[config.mk]
export PLATFORM = sky130hd
export DESIGN_NAME = usbn_node
export DESIGN_NICKNAME = d
export VERILOG_FILES = /design/src/core/usbn_node.v
export VERILOG_INCLUDE_DIRS = /design/src /design/src/core
export SDC_FILE = /design/constraint.sdc
export NUM_CORES = 2
export LEC_CHECK = 0
export ABC_AREA = 0
export BUFFER_PORTS_ARGS = -buffer_cell sky130_fd_sc_hd__buf_4
export CAP_MARGIN = 20
export CORE_MARGIN = 2
export CORE_UTILIZATION = 50
export DETAILED_ROUTE_END_ITERATION = 16
export PLACE_DENSITY = 0.65
export SYNTH_ARGS = -nofsm -noshare
export SYNTH_HDL_FRONTEND = slang
export SYNTH_SLANG_ARGS = --single-unit
[constraint.sdc]
create_clock -name clk_i -period 8.5 [get_ports clk_i]
set_clock_uncertainty 0.2 [all_clocks]
set_input_delay 1.7 -clock clk_i [delete_from_list [all_inputs] [get_ports clk_i]]
set_output_delay 1.7 -clock clk_i [all_outputs]
set_load 0.05 [all_outputs]
[src/core/usbn_consts.vh]
// usbn_consts.vh: register map, field positions and timing counts
// assumes a 10 MHz clk_i and a 32-bit classic wishbone register bus
// What this block does
// [RULE_01] node is always in exactly one of four states
// [RULE_02] suspend, resume, reset line conditions logged in alternate events
// [RULE_03] bus activity while suspended from idle pulses the wake-up output
// [RULE_04] three milliseconds without bus activity sets the suspend-detect flag
// [RULE_05] software answers suspend-detect by writing the suspended state
// [RULE_06] software guarantees five milliseconds idle before remote wake-up
// [RULE_07] resuming state drives K for between one and five milliseconds
// [RULE_08] host resumes twenty milliseconds; software sets operational for end
// [RULE_09] no end-of-packet within hundred milliseconds, software resumes again
// [RULE_10] while suspended, resume or reset from host can interrupt
// [RULE_11] node and software answer tokens within ten milliseconds
// [RULE_12] token address matched to function address, then endpoints in parallel
// [RULE_13] one 8-byte control fifo, three 64-byte transmit, three receive
// [RULE_14] transmit fifos on pipes 1, 3, 5; receive on 2, 4, 6
// [RULE_15] each fifo has one endpoint number; one shared function address
// [RULE_16] software never enables both directions of endpoint zero
// [RULE_17] same-direction endpoint clash goes to lowest enabled eligible pipe
// [RULE_18] opposite-direction pipes with equal endpoint are independent
// [RULE_19] control fifo takes default-address traffic when its bit is set
// [RULE_20] control endpoint no isochronous; holds one packet of eight bytes
// [RULE_21] loaded control packet sent on in token; kept and resent on error
// [RULE_22] control fifo flush empties it for out packet or reload
// [RULE_23] out data reported only without crc or stuff error; bad discarded
// [RULE_24] module enable clear stops clock, resets registers, forces SE0
// [RULE_25] inactivity timer restarts at every bus transition
`ifndef USBN_CONSTS_VH
`define USBN_CONSTS_VH
`define USBN_CLK_KHZ    16'h2710
`define USBN_SUSP_MS    16'h0003
`define USBN_RES_K_MS   16'h0002
`define USBN_RST_NS     2500
`define USBN_RST_CYC    ((`USBN_RST_NS * `USBN_CLK_KHZ + 999999) / 1000000)
`define USBN_A_MAIN     6'h00
`define USBN_A_NODE_FUNCTIONAL_STATE_REGISTER     6'h01
`define USBN_A_ALTERNATE_EVENT_REGISTER    6'h02
`define USBN_A_ALTMSK   6'h03
`define USBN_A_FUNCTION_ADDRESS_REGISTER     6'h04
`define USBN_A_EP0C     6'h05
`define USBN_A_EP0S     6'h06
`define USBN_A_EP0D     6'h07
`define USBN_SUB_CTL    2'h0
`define USBN_SUB_STAT   2'h1
`define USBN_SUB_DATA   2'h2
`define USBN_MAIN_EN    0
`define USBN_EV_SUSP    0
`define USBN_EV_RES     1
`define USBN_EV_RST     2
`define USBN_E0_TXEN    0
`define USBN_E0_RXEN    1
`define USBN_E0_DEF     2
`define USBN_E0_FLUSH   3
`define USBN_E0_LOAD    4
`define USBN_PC_EN      4
`define USBN_PC_ISO     5
`define USBN_PC_FLUSH   6
`define USBN_PS_DONE    7
`define USBN_PID_OUT    2'h0
`define USBN_PID_IN     2'h1
`define USBN_PID_SETUP  2'h2
`define USBN_LS_J       2'h2
`define USBN_LS_K       2'h1
`define USBN_LS_SE0     2'h0
`endif

[src/core/usbn_node.v]
// usbn_node.v: usb 1.1 node line states, address decode and endpoint fifos
// assumes an outside serial engine delivering decoded tokens, payload
// bytes and packet end status, all synchronous to clk_i
//
// Decided for this implementation: the Wishbone register port and the placing of the registers.
`timescale 1ns/1ps
`include "usbn_consts.vh"

module usbn_node #(
	parameter [15:0] SUSP_CYC  = `USBN_SUSP_MS * `USBN_CLK_KHZ,
	parameter [15:0] RES_K_CYC = `USBN_RES_K_MS * `USBN_CLK_KHZ
) (
	input  wire        clk_i,
	input  wire        rst_i,
	input  wire        wb_cyc_i,
	input  wire        wb_stb_i,
	input  wire        wb_we_i,
	input  wire [7:0]  wb_adr_i,
	input  wire [3:0]  wb_sel_i,
	input  wire [31:0] wb_dat_i,
	output wire [31:0] wb_dat_o,
	output wire        wb_ack_o,
	output wire        irq_o,
	output wire        wakeup_o,
	output wire        clk48_run_o,
	input  wire        dp_i,
	input  wire        dm_i,
	output wire        dp_o,
	output wire        dm_o,
	output wire        line_oe_n_o,
	input  wire        tok_valid_i,
	input  wire [1:0]  tok_pid_i,
	input  wire [10:0] tok_bits_i,
	output wire        tok_hit_o,
	input  wire        rx_byte_valid_i,
	input  wire [7:0]  rx_byte_i,
	input  wire        rx_end_i,
	input  wire        rx_err_i,
	input  wire        tx_req_i,
	output wire [7:0]  tx_byte_o,
	output wire        tx_vld_o,
	output wire        tx_none_o,
	input  wire        tx_end_i,
	input  wire        tx_ok_i
);

	localparam [1:0] ST_OPER   = 2'd0;
	localparam [1:0] ST_SUSP   = 2'd1;
	localparam [1:0] ST_RESUME = 2'd2;
	localparam [1:0] ST_RESET  = 2'd3;
	localparam [31:0] RST_CYC_W = `USBN_RST_CYC;
	localparam [15:0] RST_CYC  = RST_CYC_W[15:0];

	reg        ack_r;
	reg [31:0] dat_r;
	reg [31:0] rd_mux;
	reg        enable_r;
	reg [1:0]  state_r;
	reg [2:0]  alt_ev_r;
	reg [2:0]  alt_msk_r;
	reg [6:0]  function_address_register_r;
	reg        irq_r;
	reg        wake_r;
	reg [1:0]  line_r;
	reg [15:0] idle_cnt_r;
	reg [15:0] se0_cnt_r;
	reg [15:0] k_cnt_r;
	reg        dp_r;
	reg        dm_r;
	reg        oe_n_r;
	reg [2:0]  e0_ctl_r;
	reg        e0_rdy_r;
	reg        e0_outf_r;
	reg        e0_indone_r;
	reg        e0_ovf_r;
	reg [3:0]  e0_cnt_r;
	reg [3:0]  e0_rd_r;
	reg [7:0]  e0_mem [0:7];
	reg        act_r;
	reg        act_in_r;
	reg [2:0]  cur_p_r;
	reg [7:0]  tx_byte_r;
	reg        tx_vld_r;
	reg        tx_none_r;
	reg        hit;
	reg [2:0]  sel_p;
	reg [2:0]  alt_set;
	integer    i;
	integer    j;

	wire        nrst    = rst_i | ~enable_r; // [RULE_24]
	wire        bus_req = wb_cyc_i & wb_stb_i & ~ack_r;
	wire        bus_wr  = bus_req & wb_we_i & wb_sel_i[0] & enable_r;
	wire        bus_rd  = bus_req & ~wb_we_i & enable_r;
	wire [5:0]  widx    = wb_adr_i[7:2];
	wire [1:0]  ls      = {dp_i, dm_i};
	wire        activity = (ls != line_r);
	wire [6:0]  tok_adr = tok_bits_i[6:0];
	wire [3:0]  tok_ep  = tok_bits_i[10:7];
	wire        is_in   = (tok_pid_i == `USBN_PID_IN);
	wire        adr_ok  = (tok_adr == function_address_register_r); // [RULE_12]
	wire        def_ok  = e0_ctl_r[`USBN_E0_DEF] & (tok_adr == 7'h00); // [RULE_19]
	wire        e0_mine = act_r & (cur_p_r == 3'd0);
	wire [2:0]  ci      = cur_p_r - 3'd1;
	wire [5:0]  p_elig;
	wire [47:0] p_head;
	wire [47:0] p_stat;
	wire [47:0] p_ctl;

	// endpoint zero: no iso, one packet, never both directions at once
	wire e0_elig = (adr_ok | def_ok) & (tok_ep == 4'h0) &
		(is_in ? (e0_ctl_r[`USBN_E0_TXEN] & e0_rdy_r) :
		(e0_ctl_r[`USBN_E0_RXEN] & ~e0_outf_r & ~e0_rdy_r)); // [RULE_20]

	// lowest eligible pipe wins; ep0 checked last so it has priority
	always @* begin
		hit = 1'b0;
		sel_p = 3'd0;
		for (i = 5; i >= 0; i = i - 1) begin
			if (adr_ok && p_elig[i]) begin // [RULE_17]
				hit = 1'b1;
				sel_p = i[2:0] + 3'd1;
			end
		end
		if (e0_elig) begin
			hit = 1'b1;
			sel_p = 3'd0;
		end
	end

	// six data pipes: even index transmits, odd index receives
	genvar g;
	generate
		for (g = 0; g < 6; g = g + 1) begin : pipe
			localparam       IS_TX = (g % 2 == 0); // [RULE_14]
			localparam [31:0] SLOT_W = g + 2;
			localparam [31:0] MY_P_W = g + 1;
			localparam [3:0] SLOT  = SLOT_W[3:0];
			localparam [2:0] MY_P  = MY_P_W[2:0];
			reg [7:0] mem [0:63]; // [RULE_13]
			reg [6:0] wp_r;
			reg [6:0] rp_r;
			reg [6:0] st_r;
			reg [3:0] ep_r;
			reg       en_r;
			reg       iso_r;
			reg       done_r;
			wire [6:0] cnt   = wp_r - rp_r;
			wire       full  = cnt[6];
			wire       empty = (cnt == 7'h00);
			wire       mine  = act_r & (cur_p_r == MY_P);
			wire       bsel  = (wb_adr_i[7:4] == SLOT);
			wire       b_dat = bsel & (wb_adr_i[3:2] == `USBN_SUB_DATA);
			wire       b_ctl = bus_wr & bsel &
				(wb_adr_i[3:2] == `USBN_SUB_CTL);
			wire       b_st  = bus_wr & bsel &
				(wb_adr_i[3:2] == `USBN_SUB_STAT);
			wire       wr_en = IS_TX ? (bus_wr & b_dat) :
				(mine & rx_byte_valid_i);
			wire [7:0] wr_d  = IS_TX ? wb_dat_i[7:0] : rx_byte_i;
			wire       rd_en = IS_TX ? (mine & tx_req_i) :
				(bus_rd & b_dat);
			wire       pdone = mine & ((rx_end_i & ~rx_err_i) |
				(tx_end_i & tx_ok_i));
			// iso pipes hand over once full or empty
			assign p_elig[g] = en_r & (ep_r == tok_ep) & (IS_TX == is_in) &
				(~iso_r | (IS_TX ? ~empty : ~full)); // [RULE_15] [RULE_18]
			assign p_head[g*8 +: 8] = mem[rp_r[5:0]];
			assign p_stat[g*8 +: 8] = {done_r, cnt};
			assign p_ctl[g*8 +: 8]  = {2'b00, iso_r, en_r, ep_r};
			always @(posedge clk_i) begin
				if (wr_en && !full)
					mem[wp_r[5:0]] <= wr_d;
			end
			always @(posedge clk_i) begin
				if (nrst) begin
					wp_r <= 7'h00;
					rp_r <= 7'h00;
					st_r <= 7'h00;
					ep_r <= 4'h0;
					en_r <= 1'b0;
					iso_r <= 1'b0;
					done_r <= 1'b0;
				end else begin
					if (wr_en && !full)
						wp_r <= wp_r + 7'h01;
					if (rd_en && !empty)
						rp_r <= rp_r + 7'h01;
					if (tok_valid_i && hit && sel_p == MY_P)
						st_r <= wp_r;
					if (!IS_TX && mine && rx_end_i && rx_err_i)
						wp_r <= st_r; // [RULE_23]
					if (b_ctl) begin
						ep_r <= wb_dat_i[3:0];
						en_r <= wb_dat_i[`USBN_PC_EN];
						iso_r <= wb_dat_i[`USBN_PC_ISO];
						if (wb_dat_i[`USBN_PC_FLUSH]) begin
							wp_r <= 7'h00;
							rp_r <= 7'h00;
						end
					end
					// set wins over a same-cycle clear
					done_r <= pdone |
						(done_r & ~(b_st & wb_dat_i[`USBN_PS_DONE]));
				end
			end
		end
	endgenerate

	// register read mux
	always @* begin
		rd_mux = 32'h0000_0000;
		case (widx)
		`USBN_A_MAIN:   rd_mux[0] = enable_r;
		`USBN_A_NODE_FUNCTIONAL_STATE_REGISTER:   rd_mux[1:0] = state_r;
		`USBN_A_ALTERNATE_EVENT_REGISTER:  rd_mux[2:0] = alt_ev_r;
		`USBN_A_ALTMSK: rd_mux[2:0] = alt_msk_r;
		`USBN_A_FUNCTION_ADDRESS_REGISTER:   rd_mux[6:0] = function_address_register_r;
		`USBN_A_EP0C:   rd_mux[2:0] = e0_ctl_r;
		`USBN_A_EP0S:   rd_mux[7:0] = {e0_cnt_r, 1'b0, e0_rdy_r,
			e0_indone_r, e0_outf_r};
		`USBN_A_EP0D:   rd_mux[7:0] = e0_mem[e0_rd_r[2:0]];
		default: begin
			for (j = 0; j < 6; j = j + 1) begin
				if (wb_adr_i[7:4] == j[3:0] + 4'h2) begin
					case (wb_adr_i[3:2])
					`USBN_SUB_CTL:  rd_mux[7:0] = p_ctl[j*8 +: 8];
					`USBN_SUB_STAT: rd_mux[7:0] = p_stat[j*8 +: 8];
					`USBN_SUB_DATA: rd_mux[7:0] = p_head[j*8 +: 8];
					default:        rd_mux[7:0] = 8'h00;
					endcase
				end
			end
		end
		endcase
	end

	// bus slave and module enable, outside the node reset
	always @(posedge clk_i) begin
		if (rst_i) begin
			ack_r <= 1'b0;
			dat_r <= 32'h0000_0000;
			enable_r <= 1'b0;
		end else begin
			ack_r <= bus_req;
			if (bus_req)
				dat_r <= enable_r ? rd_mux :
					{31'h0000_0000, 1'b0};
			if (bus_req && wb_we_i && wb_sel_i[0] &&
				widx == `USBN_A_MAIN)
				enable_r <= wb_dat_i[`USBN_MAIN_EN];
		end
	end

	// line condition events
	always @* begin
		alt_set = 3'b000;
		if (idle_cnt_r == SUSP_CYC - 16'h0001 && !activity)
			alt_set[`USBN_EV_SUSP] = 1'b1; // [RULE_04]
		if (state_r == ST_SUSP && activity && ls == `USBN_LS_K)
			alt_set[`USBN_EV_RES] = 1'b1; // [RULE_10]
		if (se0_cnt_r == RST_CYC - 16'h0001 && ls == `USBN_LS_SE0)
			alt_set[`USBN_EV_RST] = 1'b1;
	end

	// node state, line detection and drive
	always @(posedge clk_i) begin
		if (nrst) begin
			state_r <= ST_OPER;
			alt_ev_r <= 3'b000;
			alt_msk_r <= 3'b000;
			function_address_register_r <= 7'h00;
			irq_r <= 1'b0;
			wake_r <= 1'b0;
			line_r <= `USBN_LS_J;
			idle_cnt_r <= 16'h0000;
			se0_cnt_r <= 16'h0000;
			k_cnt_r <= 16'h0000;
			dp_r <= 1'b0;
			dm_r <= 1'b0;
			oe_n_r <= 1'b0; // [RULE_24]
		end else begin
			line_r <= ls;
			if (activity)
				idle_cnt_r <= 16'h0000; // [RULE_25]
			else if (idle_cnt_r != SUSP_CYC)
				idle_cnt_r <= idle_cnt_r + 16'h0001;
			if (ls != `USBN_LS_SE0)
				se0_cnt_r <= 16'h0000;
			else if (se0_cnt_r != RST_CYC)
				se0_cnt_r <= se0_cnt_r + 16'h0001;
			wake_r <= (state_r == ST_SUSP) && activity &&
				(line_r == `USBN_LS_J); // [RULE_03]
			alt_ev_r <= alt_set | (alt_ev_r &
				~((bus_wr && widx == `USBN_A_ALTERNATE_EVENT_REGISTER) ?
				wb_dat_i[2:0] : 3'b000)); // [RULE_02]
			irq_r <= |(alt_ev_r & alt_msk_r);
			if (bus_wr && widx == `USBN_A_ALTMSK)
				alt_msk_r <= wb_dat_i[2:0];
			if (bus_wr && widx == `USBN_A_FUNCTION_ADDRESS_REGISTER)
				function_address_register_r <= wb_dat_i[6:0];
			if (bus_wr && widx == `USBN_A_NODE_FUNCTIONAL_STATE_REGISTER) begin
				case (wb_dat_i[1:0]) // [RULE_01]
				ST_RESUME: begin
					if (state_r == ST_SUSP) begin
						state_r <= ST_RESUME;
						k_cnt_r <= RES_K_CYC; // [RULE_07]
					end
				end
				ST_OPER:  state_r <= ST_OPER; // [RULE_08]
				ST_SUSP:  state_r <= ST_SUSP;
				ST_RESET: state_r <= ST_RESET;
				default:  state_r <= state_r;
				endcase
			end else if (k_cnt_r != 16'h0000)
				k_cnt_r <= k_cnt_r - 16'h0001;
			if (alt_set[`USBN_EV_RST])
				state_r <= ST_RESET;
			dp_r <= 1'b0;
			dm_r <= (k_cnt_r != 16'h0000);
			oe_n_r <= (k_cnt_r == 16'h0000); // [RULE_07]
		end
	end

	// endpoint zero fifo and token tracking
	always @(posedge clk_i) begin
		if (bus_wr && widx == `USBN_A_EP0D && !e0_rdy_r &&
			!e0_cnt_r[3])
			e0_mem[e0_cnt_r[2:0]] <= wb_dat_i[7:0];
		else if (e0_mine && rx_byte_valid_i && !e0_cnt_r[3])
			e0_mem[e0_cnt_r[2:0]] <= rx_byte_i;
	end

	always @(posedge clk_i) begin
		if (nrst) begin
			e0_ctl_r <= 3'b000;
			e0_rdy_r <= 1'b0;
			e0_outf_r <= 1'b0;
			e0_indone_r <= 1'b0;
			e0_ovf_r <= 1'b0;
			e0_cnt_r <= 4'h0;
			e0_rd_r <= 4'h0;
			act_r <= 1'b0;
			act_in_r <= 1'b0;
			cur_p_r <= 3'd0;
			tx_byte_r <= 8'h00;
			tx_vld_r <= 1'b0;
			tx_none_r <= 1'b0;
		end else begin
			tx_vld_r <= 1'b0;
			tx_none_r <= 1'b0;
			if (tok_valid_i) begin
				act_r <= hit; // [RULE_12] [RULE_11]
				act_in_r <= is_in;
				cur_p_r <= sel_p;
				if (hit && sel_p == 3'd0 && !is_in) begin
					e0_cnt_r <= 4'h0;
					e0_ovf_r <= 1'b0;
				end
			end else if (act_r && (rx_end_i || tx_end_i))
				act_r <= 1'b0;
			if (bus_wr && widx == `USBN_A_EP0D && !e0_rdy_r &&
				!e0_cnt_r[3])
				e0_cnt_r <= e0_cnt_r + 4'h1;
			if (bus_rd && widx == `USBN_A_EP0D && e0_rd_r != e0_cnt_r)
				e0_rd_r <= e0_rd_r + 4'h1;
			if (e0_mine && !act_in_r && rx_byte_valid_i) begin
				if (e0_cnt_r[3])
					e0_ovf_r <= 1'b1;
				else
					e0_cnt_r <= e0_cnt_r + 4'h1;
			end
			if (e0_mine && !act_in_r && rx_end_i) begin
				if (rx_err_i || e0_ovf_r)
					e0_cnt_r <= 4'h0; // [RULE_23]
				else begin
					e0_outf_r <= 1'b1;
					e0_rd_r <= 4'h0;
				end
			end
			if (act_r && act_in_r && tx_req_i) begin
				if (e0_mine) begin
					if (e0_rd_r != e0_cnt_r) begin
						tx_byte_r <= e0_mem[e0_rd_r[2:0]];
						tx_vld_r <= 1'b1;
						e0_rd_r <= e0_rd_r + 4'h1;
					end else
						tx_none_r <= 1'b1;
				end else if (p_stat[ci*8 +: 7] != 7'h00) begin
					tx_byte_r <= p_head[ci*8 +: 8];
					tx_vld_r <= 1'b1;
				end else
					tx_none_r <= 1'b1;
			end
			if (e0_mine && act_in_r && tx_end_i) begin
				e0_rd_r <= 4'h0; // [RULE_21]
				if (tx_ok_i) begin
					e0_rdy_r <= 1'b0;
					e0_indone_r <= 1'b1;
				end
			end
			if (bus_wr && widx == `USBN_A_EP0S)
				e0_indone_r <= (e0_indone_r & ~wb_dat_i[1]) |
					(e0_mine && act_in_r && tx_end_i && tx_ok_i);
			if (bus_wr && widx == `USBN_A_EP0C) begin
				e0_ctl_r <= wb_dat_i[2:0];
				if (wb_dat_i[`USBN_E0_LOAD]) begin
					e0_rdy_r <= 1'b1;
					e0_rd_r <= 4'h0;
				end
				if (wb_dat_i[`USBN_E0_FLUSH]) begin // [RULE_22]
					e0_cnt_r <= 4'h0;
					e0_rd_r <= 4'h0;
					e0_rdy_r <= 1'b0;
					e0_outf_r <= 1'b0;
				end
			end
		end
	end

	assign wb_dat_o    = dat_r;
	assign wb_ack_o    = ack_r;
	assign irq_o       = irq_r;
	assign wakeup_o    = wake_r;
	assign clk48_run_o = enable_r; // [RULE_24]
	assign dp_o        = dp_r;
	assign dm_o        = dm_r;
	assign line_oe_n_o = oe_n_r;
	assign tok_hit_o   = act_r;
	assign tx_byte_o   = tx_byte_r;
	assign tx_vld_o    = tx_vld_r;
	assign tx_none_o   = tx_none_r;

endmodule // usbn_node

==> key figures <==
Outcome
  • Status: completed

Pwr
  • Clock power frac: 45.0%
  • Comb pwr share: 1.3%
  • Pwr dens: 221.2 mW/mm²
  • Max VDD drop: 211.2 µV
  • Pint: 27.03 mW
  • Switching Power: 6.849 mW
  • Switching portion of total power: 20.21%
  • P_leak: 46.32 nW
  • Flop pwr share: 53.7%

Routing
  • Vias: 74,249
  • ANT nets after route: 0
  • Routed WL: 352,600 µm
  • Remaining DRCs: 0
  • 1st-iter DRT viols: 8,948
  • Mean number of vias per cell: 6.287
  • Routed length per placed instance: 29.85 µm
  • First-pass DRT Iterations: 8

Floorplan
  • I/O Pins: 129
  • Initial core utilization: 50.27%
  • Rows: 192
  • Full die area: 0.2793 mm²
  • Die X: 528.5 µm
  • Core Footprint: 0.2736 mm²
  • Die height: 528.5 µm

Timing
  • Setup TNS: 0 ns
  • RSZ-0062 raised after global routing: no
  • Worst-margin pin slew: 1.216 ns
  • Fin crit share: 70.57%
  • Fin crit period: 5.998 ns
  • Final Slew Violations: 0
  • Max Freq: 0.1667 GHz
  • Final setup fails: 0
  • Rel. slew slack: 18.64%
  • Endpoints failing hold: 0

Place
  • Placer Congestion: 0.9541
  • Input/output buffers: 74
  • DP Area: 0.1417 mm²
  • Hpwl dp: 218,500 µm
  • Placed Cells incl. Taps: 11,156

Logic synthesis
  • Synth cell types: 91
  • Synth top area cells: edfxtp_1, mux4_2, dfxtp_1
  • Post-synthesis adder-cell area fraction: 0.6422%
  • Leading area contributor after synthesis: edfxtp_1
  • Syn Area/Cell: 17.66 µm²
  • Top cell type's share of synthesized area: 68.47%
  • Syn. warnings: 0
  • Most frequent cells after synthesis: edfxtp_1, nor2_1, mux4_2
  • Synth Area in Simple Gates: 5.502%
  • Complex-gate fraction of the synthesized area: 4.297%
  • Cell Area, Synth: 0.1375 mm²
  • Synth Area in XOR/XNOR: 1.114%
  • Sequential share of the synthesized area: 72.19%
  • FF+latch count, synth: 3,392
  • Multiplexer area fraction after synthesis: 14.40%
  • Top-count cell post-synth: edfxtp_1
  • Ys flop type: edfxtp_1
  • Post-synth EDFFs: 3,136
  • Async S/R FF share, synth: 0%
  • Largest family of logic cells by synthesized area: multiplexers
  • Gate Count Post-Synth: 7,788

CTS
  • Post-CTS sizing: 0
  • H-tree levels: 5
  • CTS tree: done
  • Post-CTS setup buffers: 0
  • Hold buffers post-CTS: 0
  • CTS Buffer Depth: 4
  • Clock Root Buffer: clkbuf_16
  • Worst-path clk slew: 0.06 ns
  • CTS buffer count: 345
  • Clk sinks: 3,392
  • Worst skew pair latency: 1.01 ns

Global route
  • Largest net degree at the start of global routing: 172
  • Antenna violations before repair: 30
  • First-pass GRT wire length: 508,900 µm
  • Vias in the first global route: 73,663
  • Total GRT Usage: 24.90%
  • GRT overflow: 0

Layout
  • Layout cells sized above 1: 18.66%
  • Post-Layout Cell Count: 11,810
  • Cell area after layout: 0.1532 mm²
  • Fill cells: 20,650
  • Area Growth Syn to Fin: 11.37%
  • Post-layout nets: 8,065

Worst setup path
  • Crit start category: register
  • Crit path cell chain: clkinv_1 > fa_1 > a21oi_1 > o21bai_1 > and4_1 > nor3_1 > and3_1 > and2_0 > nand3_1 > nor2_1
  • Worst endpoint required time: 8.86 ns
  • Critical Path Max Stage Delay: 0.92 ns
  • Crit-path slowest cell: nor2_1
  • Critical Path End Type: register
  • Crit-path max FO: 45
  • Worst endpoint data arrival time: 6.36 ns
  • Crit Path Class: reg2reg

Min path
  • Type of the most critical hold path: reg2reg

Run
  • Max Cap Viol: 0
critical path, delay by kind of cell (launching register included):
kind	cells	cell delay, ns
buffers and inverters	1	0.65
adders and majority gates	1	0.63
AOI/OAI and AO/OA	2	0.35
DFF	1	0.78
and+or+nand+nor	6	3.00
routing by layer:
layer  vias up  wire length, µm  GRT usage [%]
li1      31460                -              -
met1     38629           140700          34.41
met2      3448           167000          38.75
met3       704            28210          4.256
met4         8            16590          11.90
met5         -               51              0
power groups by stage:
stage                     logic [mW]  registers [mW]  clock network, mW
after floorplan               0.0939            18.6                  0
after global placement         0.408            18.6                  0
after detailed placement       0.427            18.6                  0
after CTS                      0.427            18.2               15.5
after global routing           0.454            18.2               16.1
final                          0.426            18.2               15.2
sequential cells by signal (all words and copies together) (netlist names), 21 cells and up:
| register | flops |
|---|---|
| pipe.wp_r | 42 |
| e0_mem | 64 |
| pipe.ep_r | 24 |
| pipe.st_r | 21 |
| pipe.rp_r | 42 |
| pipe.mem | 3072 |
final timing paths:
kind	from	end	slack [ns]	depth (start not counted)
hold / removal	pipe[5].st_r[3]$_SDFFE_PP0P_	pipe[5].st_r[3]$_SDFFE_PP0P_	0.26	2
setup / recovery	pipe[2].rp_r[1]$_SDFF_PP0_	pipe[2].mem[15][0]$_DFFE_PP_	2.50	10
hold reg to reg	pipe[5].st_r[3]$_SDFFE_PP0P_	pipe[5].st_r[3]$_SDFFE_PP0P_	0.26	2
setup reg to reg	pipe[2].rp_r[1]$_SDFF_PP0_	pipe[2].mem[15][0]$_DFFE_PP_	2.50	10
layout make-up:
| class | count | area [µm²] | area share [%] |
|---|---|---|---|
| well taps | 3589 | 4491 | 2.932 |
| flip-flops and latches | 3392 | 99350 | 64.86 |
| repair buffers | 212 | 1762 | 1.150 |
| diodes | 22 | 55.05 | 0.03594 |
| inverters | 79 | 296.5 | 0.1936 |
| clock buffers | 437 | 9206 | 6.010 |
| clock inverters | 190 | 2191 | 1.430 |
| multi-input cells | 3889 | 35830 | 23.39 |
per-stage QoR:
| step | utilization, % | power [mW] | worst slack, ns | hold slack, ns |
|---|---|---|---|---|
| 3_3_place_gp | 51.77 | 18.97 | 2.487 | 0.2492 |
| 5_1_grt | 55.98 | 34.76 | 2.262 | 0.2722 |
| 3_5_place_dp | 51.78 | 18.99 | 2.469 | 0.2494 |
| 4_1_cts | 55.94 | 34.10 | 2.436 | 0.2586 |
| 2_1_floorplan | - | 18.66 | 4.008 | 0.2199 |
| 6_report | 55.98 | 33.88 | 2.502 | 0.2558 |
kinds of logic (layout without fill, tap and decap cells):
family / count (synthesis) / count (layout)
AOI/OAI and AO/OA: 884 / 884
muxes: 1048 / 1048
xor gates and xnor gates: 175 / 175
buffers and inverters: 531 / 918
adders and majority gates: 67 / 67
DFF: 3392 / 3392
other: 1 / 47
and+or+nand+nor: 1690 / 1690
layout by cell type, fill, tap and decap left out, drive strengths merged, types with 74 or more instances in the layout:
cell type / count
a21oi: 190
a22oi: 110
buf: 211
clkbuf: 438
clkinv: 139
dfxtp: 256
edfxtp: 3136
inv: 82
mux2i: 276
mux4: 742
nand2: 388
nand3: 149
nor2: 766
nor3: 74
o21ai: 181
xnor2: 89
xor2: 86
No activity file was read; power rests on OpenSTA's default activity.
